**src/fan_lut_pkg.sv**
```systemverilog
package fan_lut_pkg;
	localparam logic [7:0] ADDR_LIMIT8 = 8'h5E;
	localparam logic [7:0] ADDR_DUTY8 = 8'h5F;
	localparam logic [7:0] ADDR_LIMIT9 = 8'h60;
	localparam logic [7:0] ADDR_DUTY9 = 8'h61;
	localparam logic [7:0] LIMIT_RESET = 8'h7F;
	localparam logic [7:0] DUTY_RESET = 8'h3F;
	localparam logic [7:0] READ_UNMAPPED = 8'h00;
	localparam int HALF_BIT = 7;
	localparam int EXT_LO = 6;
	localparam int INT_HI = 6;
	localparam int BASE_HI = 5;
	localparam int TEMP_MSB = 8;
	localparam logic [5:0] BASE_MASK = 6'h3F;
	localparam logic [1:0] EXT_ZERO = 2'h0;

	// register port carrier
	typedef struct packed {
		logic [7:0] addr;
		logic [7:0] wdata;
		logic wr;
		logic rd;
	} reg_req_t;

	// mode and context inputs
	typedef struct packed {
		logic temp_high_res;
		logic duty_high_res;
		logic pwm_22k5;
		logic write_enable;
		logic [7:0] limit_offset;
		logic [8:0] remote_temp;
	} lut_ctrl_t;
endpackage : fan_lut_pkg

```
**src/fan_lut_entries_eight_nine.sv**
```systemverilog
// How it works
// - low temp resolution forces limit bit7 zero
// - high resolution limit uses all bits, half degrees
// - low resolution limit is seven bits, degrees
// - exceeding entry 8 limit selects 0x5F duty
// - compare nine bits high, eight bits low
// - limits are always non-negative
// - offset register value added to limit
// - low duty resolution forces bits 7:6 zero
// - high duty resolution uses full eight bits
// - extended duty bits only at 22.5 kHz
// - limits reset to 0x7F
//
// Local design decision: the address-and-strobe port.
`timescale 1ns/10ps
`default_nettype none
module fan_lut_entries_eight_nine (
	input wire logic clk_in,
	input wire logic rst_in,
	input wire fan_lut_pkg::reg_req_t req_in,
	input wire fan_lut_pkg::lut_ctrl_t ctrl_in,
	output logic [7:0] rdata_out,
	output logic [7:0] duty_out,
	output logic duty_valid_out
);
	import fan_lut_pkg::*;

	////////////////////////////////////////////////////////////////////
	// registers
	logic [7:0] limit8_q;
	logic [7:0] duty8_q;
	logic [7:0] limit9_q;
	logic [7:0] duty9_q;
	logic wr_ok;
	logic ext_ok;

	assign wr_ok = req_in.wr && ctrl_in.write_enable;
	assign ext_ok = ctrl_in.duty_high_res && ctrl_in.pwm_22k5;

	function automatic logic [7:0] store_limit(input logic [7:0] v, input logic hr);
		store_limit = hr ? v : {1'b0, v[INT_HI:0]};
	endfunction : store_limit

	function automatic logic [7:0] store_duty(input logic [7:0] v, input logic hr);
		store_duty = hr ? v : {EXT_ZERO, v[BASE_HI:0]};
	endfunction : store_duty

	always_ff @(posedge clk_in) begin
		if (rst_in) begin
			limit8_q <= LIMIT_RESET;
		end else if (wr_ok && req_in.addr == ADDR_LIMIT8) begin
			limit8_q <= store_limit(req_in.wdata, ctrl_in.temp_high_res);
		end else if (!ctrl_in.temp_high_res) begin
			limit8_q[HALF_BIT] <= 1'b0;
		end
	end

	always_ff @(posedge clk_in) begin
		if (rst_in) begin
			limit9_q <= LIMIT_RESET;
		end else if (wr_ok && req_in.addr == ADDR_LIMIT9) begin
			limit9_q <= store_limit(req_in.wdata, ctrl_in.temp_high_res);
		end else if (!ctrl_in.temp_high_res) begin
			limit9_q[HALF_BIT] <= 1'b0;
		end
	end

	always_ff @(posedge clk_in) begin
		if (rst_in) begin
			duty8_q <= DUTY_RESET;
		end else if (wr_ok && req_in.addr == ADDR_DUTY8) begin
			duty8_q <= store_duty(req_in.wdata, ctrl_in.duty_high_res);
		end else if (!ctrl_in.duty_high_res) begin
			duty8_q[7:EXT_LO] <= EXT_ZERO;
		end
	end

	always_ff @(posedge clk_in) begin
		if (rst_in) begin
			duty9_q <= DUTY_RESET;
		end else if (wr_ok && req_in.addr == ADDR_DUTY9) begin
			duty9_q <= store_duty(req_in.wdata, ctrl_in.duty_high_res);
		end else if (!ctrl_in.duty_high_res) begin
			duty9_q[7:EXT_LO] <= EXT_ZERO;
		end
	end

	////////////////////////////////////////////////////////////////////
	// read port, always allowed
	always_ff @(posedge clk_in) begin
		if (rst_in) begin
			rdata_out <= READ_UNMAPPED;
		end else if (req_in.rd) begin
			unique case (req_in.addr)
				ADDR_LIMIT8: rdata_out <= limit8_q;
				ADDR_DUTY8: rdata_out <= duty8_q;
				ADDR_LIMIT9: rdata_out <= limit9_q;
				ADDR_DUTY9: rdata_out <= duty9_q;
				default: rdata_out <= READ_UNMAPPED;
			endcase
		end else begin
			rdata_out <= READ_UNMAPPED;
		end
	end

	////////////////////////////////////////////////////////////////////
	// comparison, all in half-degree units, 10 bits to hold offset sums
	logic [9:0] temp_h;
	logic [9:0] lim8_h;
	logic [9:0] lim9_h;
	logic [9:0] off_h;
	logic exceed8;
	logic exceed9;
	logic [7:0] pwm8;
	logic [7:0] pwm9;

	always_comb begin
		if (ctrl_in.temp_high_res) begin
			temp_h = {1'b0, ctrl_in.remote_temp};
			// bits 6:0 whole degrees, bit 7 the half degree
			lim8_h = {2'b00, limit8_q[INT_HI:0], limit8_q[HALF_BIT]};
			lim9_h = {2'b00, limit9_q[INT_HI:0], limit9_q[HALF_BIT]};
		end else begin
			// half-degree bit of the reading dropped, whole degrees only
			temp_h = {1'b0, ctrl_in.remote_temp[TEMP_MSB:1], 1'b0};
			lim8_h = {2'b00, limit8_q[INT_HI:0], 1'b0};
			lim9_h = {2'b00, limit9_q[INT_HI:0], 1'b0};
		end
	end

	// offset counts whole degrees in both modes, so it enters doubled
	assign off_h = {1'b0, ctrl_in.limit_offset, 1'b0};

	assign exceed8 = temp_h > (lim8_h + off_h);
	assign exceed9 = temp_h > (lim9_h + off_h);

	assign pwm8 = ext_ok ? duty8_q : {EXT_ZERO, duty8_q[BASE_HI:0] & BASE_MASK};
	assign pwm9 = ext_ok ? duty9_q : {EXT_ZERO, duty9_q[BASE_HI:0] & BASE_MASK};

	// higher entry wins when both exceeded
	always_ff @(posedge clk_in) begin
		if (rst_in) begin
			duty_out <= '0;
			duty_valid_out <= 1'b0;
		end else if (exceed9) begin
			duty_out <= pwm9;
			duty_valid_out <= 1'b1;
		end else if (exceed8) begin
			duty_out <= pwm8;
			duty_valid_out <= 1'b1;
		end else begin
			duty_out <= '0;
			duty_valid_out <= 1'b0;
		end
	end
endmodule : fan_lut_entries_eight_nine
`default_nettype wire

```
**config.mk**
```make
export PLATFORM = sky130hd
export DESIGN_NAME = fan_lut_entries_eight_nine
export DESIGN_NICKNAME = d
export VERILOG_FILES = /design/src/fan_lut_pkg.sv /design/src/fan_lut_entries_eight_nine.sv
export SDC_FILE = /design/constraint.sdc
export NUM_CORES = 1
export LEC_CHECK = 0
export ABC_AREA = 1
export BUFFER_PORTS_ARGS = -buffer_cell sky130_fd_sc_hd__buf_4
export CAP_MARGIN = 20
export CORE_MARGIN = 5
export CORE_UTILIZATION = 40
export DETAILED_ROUTE_END_ITERATION = 8
export GPL_ROUTABILITY_DRIVEN = 0
export GPL_TIMING_DRIVEN = 0
export PLACE_DENSITY = 0.69
export SLEW_MARGIN = 20
export SYNTH_ARGS = -nofsm -noshare
export SYNTH_HDL_FRONTEND = slang
export SYNTH_SLANG_ARGS = --single-unit
```
**constraint.sdc**
```tcl
create_clock -name clk_in -period 4.3 [get_ports clk_in]
set_clock_uncertainty 0.1 [all_clocks]
set_input_delay 0.86 -clock clk_in [delete_from_list [all_inputs] [get_ports clk_in]]
set_output_delay 0.86 -clock clk_in [all_outputs]
set_load 0.03 [all_outputs]
```
==> impl_metrics.py <==
metrics = {
    "status": {
        "outcome": "finished clean",
    },
    "clock_tree": {
        "postCtsHoldBufs": 0,
        "root_buffer": "clkbuf_8",
        "worstSkewPairLatency_ns": 0.30,
        "clk_pin_slew_ns": 0.09,
        "cts_tree": "built",
        "cts_setup_buffers": 0,
        "cts_buffers": 5,
        "cts-htree-levels": 2,
        "ctsResizeCount": 0,
        "cts.sinks": 49,
        "clock_path_buffers": 2,
    },
    "sta": {
        "setup_ws_ns": 0.9077,
        "final.period_utilization_pct": 78.89,
        "drv_slew": 0,
        "final-setup-viol-count": 0,
        "post-route-min-period_ns": 3.392,
        "hold_viol": 0,
        "max_freq_ghz": 0.2948,
        "slew_headroom_pct": 60.00,
        "setup_tns_ns": 0,
        "rsz0062_at_grt": "no",
        "tightest_slew_ns": 0.6000,
    },
    "global_route": {
        "antenna_found_initial": 0,
        "grt_overflow_total": 0,
        "grtUsageTotal_pct": 16.34,
        "grt_pass1_vias": 2967,
        "grt_first_pass_wirelength_mm": 13.38,
        "grt_max_degree": 15,
    },
    "pwr": {
        "leakage_nw": 2.050,
        "power_frac_comb_pct": 25.7,
        "power_switching_mw": 0.3156,
        "seq_power_share_pct": 44.3,
        "powerDensity_nw_per_um2": 269.9,
        "p_sw_share_pct": 29.79,
        "pwr-share-clk_pct": 30.0,
        "max-vdd-ir-drop_uv": 137.4,
        "p_int_mw": 0.7438,
    },
    "drt": {
        "viasPerCell": 5.018,
        "dr.pass1.iters": 5,
        "dr.first_iter.drc_count": 125,
        "wl_met1_mm": 3.810,
        "wl_met3_um": 376,
        "via_count": 3081,
        "met2_length_mm": 3.897,
        "antenna_left": 0,
        "highest_layer": "met4",
        "drt-total-wl_mm": 8.223,
        "post_drt_wl_per_cell_um": 13.39,
        "drcViolationCount": 0,
    },
    "floorplanning": {
        "die-area_sq_um": 10080,
        "die_x_um": 100.4,
        "coreArea_sq_um": 8093,
        "fp.dieH_um": 100.4,
        "io_pins": 58,
        "initial_core_util_pct": 40.40,
        "row_count": 33,
    },
    "placed_design": {
        "io_buffers": 56,
        "place_hpwl_mm": 6.847,
        "pre_cts_slack_ns": 0.5957,
    },
    "logic_synthesis": {
        "syn_inst": 446,
        "synth.ff_latch_count": 49,
        "synth.net_count": 521,
        "synth_top_family_by_area": "simple AND/OR/NAND/NOR gates",
        "avgSynthCellArea_sq_um": 7.330,
        "synth_xor_area_share_pct": 3.215,
        "synthAdderAreaFrac_pct": 13.47,
        "ys.flop_type": "dfxtp_1",
        "synthMuxAreaShare_pct": 0,
        "syn_area_sq_um": 3269,
        "synth_edf_count": 0,
        "synth_cell_types": 42,
        "yosys.area_share.simple_pct": 29.12,
        "synthArstFlopShare_pct": 0,
        "synth_compound_area_share_pct": 14.77,
        "ys_warn_count": 0,
        "yosysSeqAreaShare_pct": 30.00,
    },
    "setup_path": {
        "worstPathArrival_ns": 3.49,
        "required_ns": 4.40,
        "start_kind": "input port",
        "cp_max_fo": 9,
        "crit_path_end_kind": "flop",
        "worstSetupPathType": "in -> reg",
        "r2r_setup_slack_ns": 1.20,
        "reg2regPathDepth": 15,
    },
    "layout": {
        "syn2layout_area_growth_pct": 20.05,
        "antennaDiodeCount": 0,
        "drive_above_1_share_pct": 20.43,
        "layout.nets": 584,
    },
    "job": {
        "maxCapViolations": 0,
    },
    "hold_path": {
        "worstHoldPathCells": 2,
        "hold_path.class": "reg -> reg",
    },
}
flip-flops by register name (all words and copies together) (netlist names):
| signal | count |
|---|---|
| duty_valid_out | 1 |
| limit8_q | 8 |
| duty9_q | 8 |
| duty_out | 8 |
| rdata_out | 8 |
| duty8_q | 8 |
| limit9_q | 8 |
power groups by stage:
stage	sequential (mW)	clock (mW)	combinational, mW
CTS	0.469	0.319	0.274
detailed placement	0.480	0	0.273
floorplan	0.506	0	0.149
finish	0.469	0.318	0.272
global route	0.470	0.339	0.305
global placement	0.480	0	0.266
cells in the mapped netlist, drive strengths merged (2+ instances only):
| master | number | area (sq um) |
|---|---|---|
| a21oi | 41 | 216.5 |
| o311ai | 2 | 17.52 |
| ha | 32 | 400.4 |
| nor3 | 8 | 78.83 |
| clkbuf | 3 | 11.26 |
| o21ai | 17 | 85.08 |
| buf | 7 | 66.31 |
| fa | 2 | 40.04 |
| nor2 | 44 | 212.7 |
| inv | 60 | 225.2 |
| o211ai | 7 | 72.57 |
| xor2 | 9 | 78.83 |
| nand3 | 39 | 210.2 |
| xnor2 | 3 | 26.28 |
| nand3b | 2 | 15.01 |
| dfxtp | 49 | 980.9 |
| o22ai | 6 | 37.54 |
| nand2 | 106 | 427.9 |
logic make-up after synthesis:
logic type / after synthesis
and+or+nand+nor: 200
AOI/OAI and AO/OA: 80
buffers and inverters: 71
DFF: 49
adders and majority gates: 34
xor gates and xnor gates: 12
placed cells by master (no fill, tap or decap), types with 4 or more instances in the layout:
cell      count
o211ai_2      4
a21oi_1      38
nor2_1       38
inv_2         5
inv_1        55
buf_4        58
ha_1         32
o21ai_1       4
nand3_1      36
nor3_1        4
nand2_2       6
dfxtp_1      49
xor2_1        9
o22ai_1       6
o21ai_0      13
clkbuf_8      5
nand2_1      98
cell type report:
| type | instances | area, sq um |
|---|---|---|
| fill | 824 | 4168 |
| clock inverter | 2 | 35.03 |
| multi-input combinational | 326 | 1981 |
| inverter | 61 | 230.2 |
| timing repair buffer | 56 | 420.4 |
| sequential | 49 | 980.9 |
| buffer | 10 | 77.57 |
| tap | 105 | 131.4 |
| clock buffer | 5 | 68.82 |
path summary, 6_finish.rpt:
| path | start | end |
|---|---|---|
| min | duty9_q[3]$_SDFFE_PP1P_ | duty9_q[3]$_SDFFE_PP1P_ |
| min reg2reg | duty9_q[3]$_SDFFE_PP1P_ | duty9_q[3]$_SDFFE_PP1P_ |
| max reg2reg | limit8_q[0]$_SDFFE_PP1P_ | duty_out[7]$_SDFF_PP0_ |
| max | ctrl_in[9] | duty_out[7]$_SDFF_PP0_ |
per-stage QoR:
step           hold WS [ns]  total power [mW]  area [sq um]  utilization, %  std cells
6_report             0.3959             1.059          3925           48.50        614
5_1_grt              0.4298             1.114          3925           48.50        614
4_1_cts              0.3992             1.062          3925           48.50        614
3_5_place_dp         0.3825            0.7527          3821           47.22        607
3_3_place_gp         0.3804            0.7457          3821           47.22        607
2_1_floorplan        0.3509            0.6545          3269               -        446
critical path: stages:
cell	delay, ns
buf_4	0.09
ha_1	0.17
inv_1	0.06
fa_1	0.40
nand3b_1	0.17
nand2_1	0.14
a31oi_1	0.11
xor2_1	0.16
ha_1	0.30
nand3_1	0.11
nor3b_1	0.24
nor2_1	0.07
nand2_1	0.32
nor2_1	0.08
a21oi_1	0.14
nor2_1	0.06
per-layer routing:
layer  vias to the layer above  global-route usage, %
met1                      1401                  21.99
met2                        77                  27.27
met3                        13                  2.432
met4                         0                  4.456
li1                       1590                      -
met5                         -                      0
(Power assumes the default switching activity.)
